`src/pkg/mb_pkg.sv`:
```
// Overview of operation
// [RULE_01] only function codes 03h, 06h and 08h are executed; others are refused
// [RULE_02] read registers are 16 bits; at most 125 per query
// [RULE_03] multiple registers are fetched in ascending address order from the start
// [RULE_04] master reads both halves of a 32-bit value in one query
// [RULE_05] read query: address, 03h, start hi/lo, count hi/lo, CRC
// [RULE_06] read response: address, 03h, byte count of twice count, data, CRC
// [RULE_07] each register goes out upper byte first, then lower byte
// [RULE_08] every frame ends with CRC-16 over prior bytes, low byte first
// [RULE_09] write query: address, 06h, register hi/lo, value hi/lo, CRC
// [RULE_10] successful single write answers with a copy of the query
// [RULE_11] master updates paired halves with the multiple-register write; the slave refuses that function code with exception 01h
// [RULE_12] diagnosis echoes sub-function and data value unchanged
// [RULE_13] sub-function is 16 bits upper first; only 0000h is supported
// [RULE_14] exception answer is function code plus 80h, exception code, CRC
// [RULE_15] exception 01h for unknown function or nonzero sub-function
// [RULE_16] exception 02h for address above 57FFh or start plus count >= 5800h
// [RULE_17] exception 03h when zero registers are requested
// [RULE_18] frames with a wrong CRC are dropped without any answer
package mb_pkg;
    localparam logic [7:0] FC_READ = 8'h03;
    localparam logic [7:0] FC_WRITE = 8'h06;
    localparam logic [7:0] FC_DIAG = 8'h08;
    localparam logic [7:0] EXC_FLAG = 8'h80;
    localparam logic [7:0] EXC_FUNC = 8'h01;
    localparam logic [7:0] EXC_ADDR = 8'h02;
    localparam logic [7:0] EXC_DATA = 8'h03;
    localparam logic [16:0] ADDR_LIMIT = 17'h05800;
    localparam logic [15:0] MAX_REGS = 16'h007D;
    localparam logic [15:0] DIAG_ECHO = 16'h0000;
    localparam logic [15:0] CRC_INIT = 16'hFFFF;
    localparam logic [15:0] CRC_POLY = 16'hA001;
    localparam logic [7:0] BROADCAST = 8'h00;
    localparam int QUERY_LEN = 8;

    typedef struct packed {
        logic valid;
        logic [7:0] data;
        logic last;
    } byte_beat_t;

    typedef struct packed {
        logic req;
        logic wr;
        logic [15:0] addr;
        logic [15:0] wdata;
    } reg_req_t;
endpackage

```
`src/rtl/mb_crc16.sv`:
```
`timescale 1ns/1ps
module mb_crc16
    import mb_pkg::*;
(
    // control
    input wire logic clk,
    input wire logic rst,
    input wire logic clear,
    // byte in
    input wire logic en,
    input wire logic [7:0] din,
    // result
    output logic [15:0] crc
);
    function automatic logic [15:0] crc_step(input logic [15:0] c,
                                             input logic [7:0] d);
        logic [15:0] r;
        r = c ^ {8'h00, d};
        for (int i = 0; i < 8; i++) begin
            r = r[0] ? ((r >> 1) ^ CRC_POLY) : (r >> 1);
        end
        return r;
    endfunction

    always_ff @(posedge clk or posedge rst) begin
        if (rst) begin
            crc <= CRC_INIT;
        end else if (clear) begin
            crc <= CRC_INIT;
        end else if (en) begin
            crc <= crc_step(crc, din);
        end
    end
endmodule

```
`src/rtl/mb_slave.sv`:
```
`timescale 1ns/1ps
module mb_slave
    import mb_pkg::*;
#(
    parameter logic [7:0] SLAVE_ADDR = 8'h01
)(
    // clock and reset
    input wire logic CLK_SYS,
    input wire logic SYS_RST,
    // received bytes, last marks the frame end
    input wire byte_beat_t RX,
    // transmitted bytes, taken when TX_READY is high
    output byte_beat_t TX,
    input wire logic TX_READY,
    // register access, data returns next cycle
    output reg_req_t REG,
    input wire logic [15:0] REG_RDATA
);
    typedef enum logic [2:0] {
        S_RX = 3'b000,
        S_CHK = 3'b001,
        S_HDR = 3'b010,
        S_FETCH = 3'b011,
        S_DATA = 3'b100,
        S_CRC = 3'b101,
        S_DROP = 3'b110
    } state_t;

    state_t state_ff;
    logic [7:0] q_ff [QUERY_LEN];
    logic [3:0] cnt_ff;
    logic [15:0] reg_ptr_ff;
    logic [15:0] regs_left_ff;
    logic [15:0] rd_ff;
    logic [7:0] hdr_ff [6];
    logic [2:0] hdr_len_ff;
    logic [2:0] hi_ff;
    logic hi_byte_ff;
    logic crc_clr;
    logic crc_en;
    logic [7:0] crc_din;
    logic [15:0] crc;
    logic [7:0] nxt_exc;
    logic [15:0] q_addr, q_val;
    logic [16:0] q_end;
    logic tx_take;

    assign q_addr = {q_ff[2], q_ff[3]};
    assign q_val = {q_ff[4], q_ff[5]};
    assign q_end = {1'b0, q_addr} + {1'b0, q_val};
    assign tx_take = TX.valid && TX_READY;

    // one crc engine serves both the query check and the answer
    assign crc_clr = (state_ff == S_CHK) || (state_ff == S_DROP);
    assign crc_en = (state_ff == S_RX) ? (RX.valid && cnt_ff < 4'd8)
                                       : (tx_take && state_ff != S_CRC);
    assign crc_din = (state_ff == S_RX) ? RX.data : TX.data;

    mb_crc16 u_crc (
        .clk(CLK_SYS),
        .rst(SYS_RST),
        .clear(crc_clr),
        .en(crc_en),
        .din(crc_din),
        .crc(crc)
    );

    // exception priority: function, then count, then address
    always_comb begin
        nxt_exc = 8'h00;
        case (q_ff[1])
            FC_READ: begin
                if (q_val == 16'h0000 || q_val > MAX_REGS) begin
                    nxt_exc = EXC_DATA; // RULE_17
                end else if (q_end >= ADDR_LIMIT) begin
                    nxt_exc = EXC_ADDR; // RULE_16
                end
            end
            FC_WRITE: begin
                if ({1'b0, q_addr} >= ADDR_LIMIT) begin
                    nxt_exc = EXC_ADDR; // RULE_16
                end
            end
            FC_DIAG: begin
                if (q_addr != DIAG_ECHO) begin // RULE_13
                    nxt_exc = EXC_FUNC; // RULE_15
                end
            end
            default: nxt_exc = EXC_FUNC; // RULE_01
        endcase
    end

    always_ff @(posedge CLK_SYS or posedge SYS_RST) begin
        if (SYS_RST) begin
            state_ff <= S_RX;
            cnt_ff <= 4'h0;
            hi_ff <= 3'h0;
            hdr_len_ff <= 3'h0;
            reg_ptr_ff <= 16'h0000;
            regs_left_ff <= 16'h0000;
            rd_ff <= 16'h0000;
            hi_byte_ff <= 1'b1;
            TX <= '0;
            REG <= '0;
            for (int i = 0; i < QUERY_LEN; i++) begin
                q_ff[i] <= 8'h00;
            end
            for (int i = 0; i < 6; i++) begin
                hdr_ff[i] <= 8'h00;
            end
        end else begin
            REG.req <= 1'b0;
            case (state_ff)
                S_RX: begin
                    if (RX.valid) begin
                        if (cnt_ff < 4'd8) begin
                            q_ff[cnt_ff[2:0]] <= RX.data; // RULE_05 RULE_09
                            cnt_ff <= cnt_ff + 4'd1;
                        end
                        if (RX.last) begin
                            state_ff <= S_CHK;
                        end
                    end
                end
                S_CHK: begin
                    cnt_ff <= 4'h0;
                    // crc residue of a good frame with its trailer is zero
                    if (crc != 16'h0000 || cnt_ff != 4'd8 ||
                        q_ff[0] != SLAVE_ADDR) begin
                        state_ff <= S_DROP; // RULE_18
                    end else begin
                        hdr_ff[0] <= q_ff[0];
                        hi_ff <= 3'h0;
                        if (nxt_exc != 8'h00) begin
                            hdr_ff[1] <= q_ff[1] | EXC_FLAG; // RULE_14
                            hdr_ff[2] <= nxt_exc;
                            hdr_len_ff <= 3'd3;
                            regs_left_ff <= 16'h0000;
                        end else if (q_ff[1] == FC_READ) begin
                            hdr_ff[1] <= q_ff[1];
                            hdr_ff[2] <= {q_val[6:0], 1'b0}; // RULE_06
                            hdr_len_ff <= 3'd3;
                            reg_ptr_ff <= q_addr; // RULE_03
                            regs_left_ff <= q_val; // RULE_02
                        end else begin
                            for (int i = 1; i < 6; i++) begin
                                hdr_ff[i] <= q_ff[i]; // RULE_10 RULE_12
                            end
                            hdr_len_ff <= 3'd6;
                            regs_left_ff <= 16'h0000;
                            if (q_ff[1] == FC_WRITE) begin
                                REG <= '{1'b1, 1'b1, q_addr, q_val};
                            end
                        end
                        state_ff <= S_HDR;
                    end
                end
                S_HDR: begin
                    if (!TX.valid) begin
                        TX <= '{1'b1, hdr_ff[hi_ff], 1'b0};
                    end else if (TX_READY) begin
                        if (hi_ff + 3'd1 < hdr_len_ff) begin
                            hi_ff <= hi_ff + 3'd1;
                            TX <= '{1'b1, hdr_ff[hi_ff + 3'd1], 1'b0};
                        end else begin
                            TX.valid <= 1'b0;
                            state_ff <= (regs_left_ff != 16'h0000) ?
                                        S_FETCH : S_CRC;
                        end
                    end
                end
                S_FETCH: begin
                    if (!REG.req && !hi_byte_ff) begin
                        rd_ff <= REG_RDATA; // RULE_02
                        state_ff <= S_DATA;
                    end else if (hi_byte_ff) begin
                        REG <= '{1'b1, 1'b0, reg_ptr_ff, 16'h0000};
                        hi_byte_ff <= 1'b0;
                    end
                end
                S_DATA: begin
                    if (!TX.valid) begin
                        TX <= '{1'b1, hi_byte_ff ? rd_ff[7:0] : rd_ff[15:8],
                                1'b0}; // RULE_07
                    end else if (TX_READY) begin
                        TX.valid <= 1'b0;
                        if (!hi_byte_ff) begin
                            hi_byte_ff <= 1'b1;
                        end else begin
                            reg_ptr_ff <= reg_ptr_ff + 16'h0001; // RULE_03
                            regs_left_ff <= regs_left_ff - 16'h0001;
                            state_ff <= (regs_left_ff == 16'h0001) ?
                                        S_CRC : S_FETCH;
                        end
                    end
                end
                S_CRC: begin
                    if (!TX.valid) begin
                        TX <= '{1'b1, (cnt_ff == 4'h0) ? crc[7:0] : crc[15:8],
                                cnt_ff != 4'h0}; // RULE_08
                    end else if (TX_READY) begin
                        TX <= '0;
                        if (cnt_ff == 4'h0) begin
                            cnt_ff <= 4'h1;
                        end else begin
                            state_ff <= S_DROP;
                        end
                    end
                end
                S_DROP: begin
                    cnt_ff <= 4'h0;
                    hi_byte_ff <= 1'b1;
                    state_ff <= S_RX;
                end
                default: state_ff <= S_DROP;
            endcase
        end
    end

    // the hi_byte_ff fetch handshake: req pulses, data is latched after it

    property p_no_write_on_exc;
        @(posedge CLK_SYS) disable iff (SYS_RST)
        (state_ff == S_CHK && nxt_exc != 8'h00) |=> !(REG.req && REG.wr);
    endproperty
    a_no_write_on_exc: assert property (p_no_write_on_exc) // RULE_01
        else $error("register write on refused query");

    property p_bad_crc_silent;
        @(posedge CLK_SYS) disable iff (SYS_RST)
        (state_ff == S_CHK && crc != 16'h0000) |=> state_ff == S_DROP;
    endproperty
    a_bad_crc_silent: assert property (p_bad_crc_silent) // RULE_18
        else $error("bad crc frame answered");

    property p_exc_code;
        @(posedge CLK_SYS) disable iff (SYS_RST)
        (state_ff == S_CHK && state_ff != S_DROP && nxt_exc != 8'h00 &&
         crc == 16'h0000 && cnt_ff == 4'd8 && q_ff[0] == SLAVE_ADDR)
        |=> hdr_ff[1] == ($past(q_ff[1]) | EXC_FLAG) && hdr_len_ff == 3'd3;
    endproperty
    a_exc_code: assert property (p_exc_code) // RULE_14
        else $error("exception function code wrong");

    property p_zero_count;
        @(posedge CLK_SYS) disable iff (SYS_RST)
        (q_ff[1] == FC_READ && q_val == 16'h0000) |-> nxt_exc == EXC_DATA;
    endproperty
    a_zero_count: assert property (p_zero_count) // RULE_17
        else $error("zero count not refused");

    property p_addr_range;
        @(posedge CLK_SYS) disable iff (SYS_RST)
        (q_ff[1] == FC_READ && q_val != 16'h0000 && q_val <= MAX_REGS &&
         q_end >= ADDR_LIMIT) |-> nxt_exc == EXC_ADDR;
    endproperty
    a_addr_range: assert property (p_addr_range) // RULE_16
        else $error("address range not refused");

    property p_diag_sub;
        @(posedge CLK_SYS) disable iff (SYS_RST)
        (q_ff[1] == FC_DIAG && q_addr != DIAG_ECHO) |-> nxt_exc == EXC_FUNC;
    endproperty
    a_diag_sub: assert property (p_diag_sub) // RULE_15
        else $error("bad sub-function accepted");

    property p_ascending;
        @(posedge CLK_SYS) disable iff (SYS_RST)
        (REG.req && !REG.wr) |->
        REG.addr == q_addr + (q_val - regs_left_ff);
    endproperty
    a_ascending: assert property (p_ascending) // RULE_03
        else $error("read address not ascending");

    property p_crc_last;
        @(posedge CLK_SYS) disable iff (SYS_RST)
        (TX.valid && TX.last) |-> state_ff == S_CRC && cnt_ff == 4'h1;
    endproperty
    a_crc_last: assert property (p_crc_last) // RULE_08
        else $error("frame end without crc high byte");

    property p_max_regs;
        @(posedge CLK_SYS) disable iff (SYS_RST)
        state_ff == S_FETCH |-> regs_left_ff <= MAX_REGS;
    endproperty
    a_max_regs: assert property (p_max_regs) // RULE_02
        else $error("register count above limit");

    c_read: cover property (@(posedge CLK_SYS) state_ff == S_DATA);
    c_write: cover property (@(posedge CLK_SYS) REG.req && REG.wr);
    c_exc: cover property (@(posedge CLK_SYS)
        state_ff == S_HDR && hdr_ff[1][7]);
    c_drop: cover property (@(posedge CLK_SYS)
        state_ff == S_CHK ##1 state_ff == S_DROP);
endmodule

```
`config.mk`:
```
export PLATFORM = sky130hd
export DESIGN_NAME = mb_slave
export DESIGN_NICKNAME = d
export VERILOG_FILES = /design/src/pkg/mb_pkg.sv /design/src/rtl/mb_crc16.sv /design/src/rtl/mb_slave.sv
export SDC_FILE = /design/constraint.sdc
export NUM_CORES = 1
export LEC_CHECK = 0
export CAP_MARGIN = 0
export CORE_ASPECT_RATIO = 0.8
export CORE_MARGIN = 1
export CORE_UTILIZATION = 30
export CTS_CLUSTER_SIZE = 30
export DETAILED_ROUTE_END_ITERATION = 12
export DONT_BUFFER_PORTS = 1
export PLACE_DENSITY = 0.48
export SLEW_MARGIN = 20
export SYNTH_ARGS = -nofsm -noshare
export SYNTH_HDL_FRONTEND = slang
export SYNTH_HIERARCHICAL = 1
export SYNTH_SLANG_ARGS = --single-unit
```
`constraint.sdc`:
```
create_clock -name CLK_SYS -period 9.85 [get_ports CLK_SYS]
set_clock_uncertainty 0.2 [all_clocks]
set_input_delay 0 -clock CLK_SYS [delete_from_list [all_inputs] [get_ports CLK_SYS]]
set_output_delay 0 -clock CLK_SYS [all_outputs]
set_load 0.05 [all_outputs]
```
== After elaboration in Yosys (flattened, before gate mapping) ==
Index checks and enable logic that the tools add are counted.

* Latch bits: 0
* Memory bits (writable): 0
* Bits in read-only memories: 0
* Memories: 0
* Flip-flop bits (word level): 234
* Input bits: 29
* Output and inout port bits: 44

* Shifts and indexed selects: 0
* Equality and inequality tests: 39
* Multipliers: 0
* $add $sub $neg: 5
* Div/mod/pow operators: 0
* Mux-type cells: 94
* $lt $le $gt $ge: 9
* Reduce and logical (&&, ||, !) cells: 39
* Bitwise gates (word level): 15

{| class="wikitable"
|+ Operator list
! kind !! number
|-
| $mux 16 || 23
|-
| $mux 34 || 6
|-
| $mux 8 || 9
|-
| $pmux 34 s2 || 1
|-
| $bwmux 64 || 1
|-
| $pmux 16 s2 || 2
|-
| $mux 3 || 21
|-
| $bmux 8 s3 || 2
|-
| $reduce_bool 16->1 || 3
|-
| $mux 10 || 4
|-
| $ne 2x2->1 const B || 20
|-
| $pmux 10 s3 || 1
|-
| $demux 8 s3 || 1
|-
| $not 2->3 || 8
|-
| $pmux 8 s3 || 1
|-
| $pmux 3 s7 || 1
|-
| $mux 4 || 5
|-
| $mux 9 || 2
|-
| $add 16x16->17 || 1
|-
| $ge 17x15->1 const B || 1
|-
| $add 16x1->16 const B || 1
|-
| $eq 16x1->1 const B || 1
|-
| $ge 16x15->1 const B || 1
|-
| $gt 16x7->1 const B || 1
|-
| 43 further kinds || 84
|}

== Depth between registers and ports, before layout ==
* Word-level depth: 21
* Depth in mapped cells: 13
* Gate-level depth less buffers: 11

== Modules after synthesis ==
The synthesis kept the hierarchy.

{| class="wikitable"
|+ Modules (own cells, without submodules)
! module !! cells an instance !! seq. area each (µm²) !! times used !! area each (µm²)
|-
| mb_slave || 990 || 5,056.1 || 1 || 10,790.3
|-
| mb_crc16 || 82 || 420.4 || 1 || 910.9
|}

== Worst setup path before layout ==
OpenSTA, ideal clock, no wires.

* Kind: register to register
* Start point: register q_ff[16] in the netlist's numbering
* End point: register reg_ptr_ff[1]
* Setup time: 0.127 ns
* Stages on the path, launching flop included: 13
* Data arrival time: 2.784 ns
* Buffers on the path: 1
* Data required time: 9.523 ns
* Path slack: 6.739 ns
* Path through: dfrtp_1 ha_1 fa_1 a211oi_1 o211ai_1 a21oi_2 o2111ai_1 mux2i_1 o22a_2 nand3_4 nor2_1 buf_4 mux2_1

* Longest elaborated chain between the ends: 8

{| class="wikitable"
|+ Ends and longest elaborated chain
! what !! line !! RTL
|-
| from (decl) || mb_slave.sv:30 || <nowiki>logic [7:0] q_ff [QUERY_LEN];</nowiki>
|-
| from (signal, indexed assignment) || mb_slave.sv:117 || <nowiki>q_ff[cnt_ff[2:0]] <= RX.data;</nowiki>
|-
| $add 16x16->17 || mb_slave.sv:50 || <nowiki>assign q_end = {1'b0, q_addr} + {1'b0, q_val};</nowiki>
|-
| $ge 17x15->1 || mb_slave.sv:75 || <nowiki>end else if (q_end >= ADDR_LIMIT) begin</nowiki>
|-
| $mux 2 || mb_slave.sv:75 ||
|-
| $mux 2 * || mb_slave.sv:73 || <nowiki>if (q_val == 16'h0000 || q_val > MAX_REGS) begin</nowiki>
|-
| $pmux 8 s3 * || mb_slave.sv:71 || <nowiki>case (q_ff[1])</nowiki>
|-
| $reduce_bool 8->1 * || mb_slave.sv:134 || <nowiki>if (nxt_exc != 8'h00) begin</nowiki>
|-
| $ne 2x2->1 (no line) * || n/a ||
|-
| $reduce_and 7->1 (no line) * || n/a ||
|-
| to (signal assigned) || mb_slave.sv:143 || <nowiki>reg_ptr_ff <= q_addr;</nowiki>
|-
| to (signal assigned) || mb_slave.sv:190 || <nowiki>reg_ptr_ff <= reg_ptr_ff + 16'h0001;</nowiki>
|-
| to (decl) || mb_slave.sv:32 || <nowiki>logic [15:0] reg_ptr_ff;</nowiki>
|}

Mark *: on every way between the ends. The rest lies on a longest branch, timed or not.
A chain may end at the register's enable or synchronous reset.

== Final worst setup path ==
* Start point: register state_ff[2]
* End point: register reg_ptr_ff[1]

* Longest elaborated chain between the ends: 3

{| class="wikitable"
|+ Ends and longest elaborated chain
! what !! line !! RTL
|-
| from (decl) || mb_slave.sv:29 || <nowiki>state_t state_ff;</nowiki>
|-
| from (signal assigned) || mb_slave.sv:167 || <nowiki>state_ff <= (regs_left_ff != 16'h0000) ?</nowiki>
|-
| from (signal assigned) || mb_slave.sv:192 || <nowiki>state_ff <= (regs_left_ff == 16'h0001) ?</nowiki>
|-
| $eq 3x1->1 / $eq 3x3->1 (equally long branches) || mb_slave.sv:113 || <nowiki>case (state_ff)</nowiki>
|-
| $ne 2x1->1 (no line) (tied with other cells) || n/a ||
|-
| $reduce_and 7->1 (no line) || n/a ||
|}

Parallel ways exist; a longest one is shown, timed or not.

==> flow_summary.json <==
{
  "status": "complete, but fails checks",
  "violations": "negative hold slack",
  "r2r-end": "reg_ptr_ff[1]",
  "rr_startpoint": "state_ff[2]",
  "syn_inst": 1072,
  "drt_iter0_markers": 731,
  "finalCritPeriodShare_pct": 47.1,
  "cts_tree": "built",
  "synthAdderAreaFrac_pct": 2.74,
  "yosys_warnings": 6,
  "vias": 8918,
  "coreArea_um2": 38400,
  "worstPathRequired_ps": 10060,
  "finalSetupViolations": 0,
  "dp_hpwl_um": 25700,
  "rsz0062_at_grt": "false",
  "die_y_um": 179,
  "drc": 0,
  "grt_pass1_vias": 8595,
  "syn_area_per_cell_um2": 10.9,
  "worst_pin_slew_ps": 1010,
  "post-cts-setup-buffers": 0,
  "fin_nets": 1156,
  "area_delta_synth_final_pct": 16.1,
  "dieArea_um2": 39800,
  "start_util_pct": 30.5,
  "critical_path_class": "reg -> reg",
  "cts_made_buffers": 26,
  "overflow": 0,
  "placed_area_um2": 12200,
  "antenna_left": 0,
  "hp-start": "TX_READY",
  "final_max_slew_viol_count": 0,
  "netlist_area_um2": 11700,
  "gp_congestion": 0.839,
  "r2r_slack_ps": 5210,
  "wire_per_inst_um": 22.9,
  "yosys_register_bits": 218,
  "synthTopCellsByArea": "dfrtp_1, mux2_2, dfstp_2",
  "hold_viol_final": 8,
  "clock_sinks": 218,
  "hp-class": "in -> reg",
  "finalSetupTns_ps": 0,
  "drt_wl_total_um": 37000,
  "hold_buffers": 46,
  "synth_compound_area_share_pct": 16.0,
  "ios": 73,
  "syn_nets": 1126,
  "row_count": 64,
  "cellPowerDensity_nw_per_um2": 304,
  "leakagePower_uw": 0.00591,
  "hold_slack_ps": -37.8,
  "path_clk_slew_ps": 60,
  "synth_edf_count": 0,
  "holdPathStages": 3,
  "ys_seq_area_share_pct": 46.8,
  "yosys.area.top_type": "dfrtp_1",
  "antenna_found_initial": 4,
  "arrival_ps": 4850,
  "synthArstFlopShare_pct": 100,
  "fmax_mhz": 216,
  "max_cap_violations": 0,
  "grt_max_degree": 75,
  "rr_worst_depth": 8,
  "min_period_ps": 4640,
  "die_w_um": 223,
  "drive_above_1_share_pct": 19.9,
  "holdPathEnd": "TX[3]",
  "gr-usage-all-layers_pct": 18.6,
  "portBuffers": 0,
  "ir_drop_v": 0.000196,
  "yosysUniqueCellTypes": 85,
  "synth-simple-area-share_pct": 12.0,
  "synth_top_family_by_area": "multiplexers",
  "via_per_inst": 5.51,
  "dr.pass1.iters": 7,
  "clk_path_buf_depth": 3,
  "synthXorXnorAreaFrac_pct": 2.57,
  "clock_latency_ps": 540,
  "synth_flop_cell": "dfrtp_1",
  "cp_max_fo": 24,
  "grt_pass1_wl_um": 56300,
  "cts_resized": 0,
  "cts_root_buffer": "clkbuf_16",
  "cp-start-kind": "register",
  "final_area_um2": 13600,
  "worstSetupEndpointType": "register",
  "synth_top_area_share_pct": 43.0,
  "h-tree-depth": 1,
  "synth.area.mux_share_pct": 16.6,
  "slew_headroom_pct": 32.6
}
-- synthesized netlist by cell type, types with 6 or more instances --
master,n
a21o_1,17
a21oi_1,68
a222oi_1,13
a22o_1,23
a22oi_1,10
a2bb2oi_1,6
a31oi_1,10
and2_1,9
and3_1,6
buf_1,6
buf_2,14
clkbuf_1,34
dfrtp_1,201
dfstp_2,17
ha_1,24
inv_1,38
mux2_2,109
mux2i_1,33
mux4_2,16
nand2_1,71
nand2b_1,13
nand3_1,19
nand4_1,8
nor2_1,65
nor2b_1,6
nor3_1,23
nor4_1,10
o21ai_0,44
o22a_1,8
o22ai_1,27
or3_1,10
xnor2_1,13
-- report_power, final --
part           internal [uW]  switching (uW)  leakage (uW)
registers               1130             483       0.00286
clock network            607             392      0.000428
logic                    723             799       0.00262
total                   2460            1670       0.00591
-- worst max-delay path by stage --
stage / startpoint / to / slack, ps / cells after the start
after floorplan: SYS_RST / REG[0] / 4140 / 1
after global placement: state_ff[2] / reg_ptr_ff[1] / 5330 / 8
after detailed placement: state_ff[2] / reg_ptr_ff[1] / 5260 / 8
after CTS: state_ff[2] / reg_ptr_ff[1] / 5250 / 8
after global routing: state_ff[2] / reg_ptr_ff[1] / 4910 / 8
final: state_ff[2] / reg_ptr_ff[1] / 5210 / 8
-- sequential cells by signal, summed over array words and instances, names as in the netlist --
| signal | cells |
|---|---|
| hdr_ff | 48 |
| REG | 34 |
| q_ff | 32 |
| q_addr | 16 |
| rd_ff | 16 |
| reg_ptr_ff | 16 |
| regs_left_ff | 16 |
| u_crc/crc | 16 |
| TX | 10 |
| cnt_ff | 4 |
| hdr_len_ff | 3 |
| hi_ff | 3 |
| state_ff | 3 |
| hi_byte_ff | 1 |
-- final cells by class --
cell class,count,area [um2]
Sequential cell,218,5480
Timing Repair Buffer,58,571
Antenna cell,3,7.51
Clock buffer,37,753
Inverter,40,158
Fill cell,3743,24800
Clock inverter,10,129
Tap cell,495,619
Multi-Input combinational cell,758,5870
-- worst max-delay path: stages (launching register included) --
cell and delay [ps]:
dfrtp_1 820, nand2b_1 450, nor2_1 340, buf_4 340, nand3_1 370, nand2_1 570
nand3_4 310, nor2_1 730, mux2_1 380
-- placed cells by master (no fill, tap or decap), drive strengths merged, types with 10 or more instances in the layout --
master | synthesis | final
mux2 | 111 | 111
nand2b | 13 | 13
a222oi | 13 | 13
a22oi | 10 | 10
inv | 38 | 38
nor2 | 66 | 66
a22o | 23 | 23
nor3 | 26 | 26
nand3 | 21 | 21
nand2 | 71 | 71
or3 | 10 | 10
dfstp | 17 | 17
dlygate4sd3 | 0 | 46
a31oi | 10 | 10
clkbuf | 34 | 37
a21oi | 69 | 69
a21o | 17 | 17
o22ai | 28 | 28
buf | 22 | 12
nor4 | 15 | 15
xnor2 | 16 | 16
dfrtp | 201 | 201
mux2i | 33 | 33
ha | 24 | 24
mux4 | 16 | 16
o21ai | 48 | 48
-- cells by family (layout without fill, tap and decap cells) --
| group | count (synthesis) | count (layout) |
|---|---|---|
| flops | 218 | 218 |
| mux | 160 | 160 |
| buf+inv | 96 | 145 |
| simple gates | 272 | 272 |
| compound gates | 276 | 276 |
| other cells | 0 | 3 |
| xor+xnor | 25 | 25 |
| fa+ha+maj | 25 | 25 |
-- metal layers --
metal | part of all wire, % | global-route usage (%) | up-vias
met1 | 50 | 28.2 | 4573
met2 | 43 | 27.5 | 215
met3 | 5.3 | 3.21 | 39
li1 | - | - | 4089
met5 | 0.046 | 0 | -
met4 | 1.7 | 3.68 | 2
-- per-stage QoR --
stage	total power (uW)	worst slack, ps	util [%]	cells
after floorplan	2610	4140	-	1072
after global placement	3040	5330	31.8	1522
after detailed placement	3050	5260	31.8	1522
after CTS	4140	5250	35.3	1615
after global routing	4400	4910	35.4	1619
final	4130	5210	35.4	1619
Note: power is estimated with default switching activity, not from simulation.
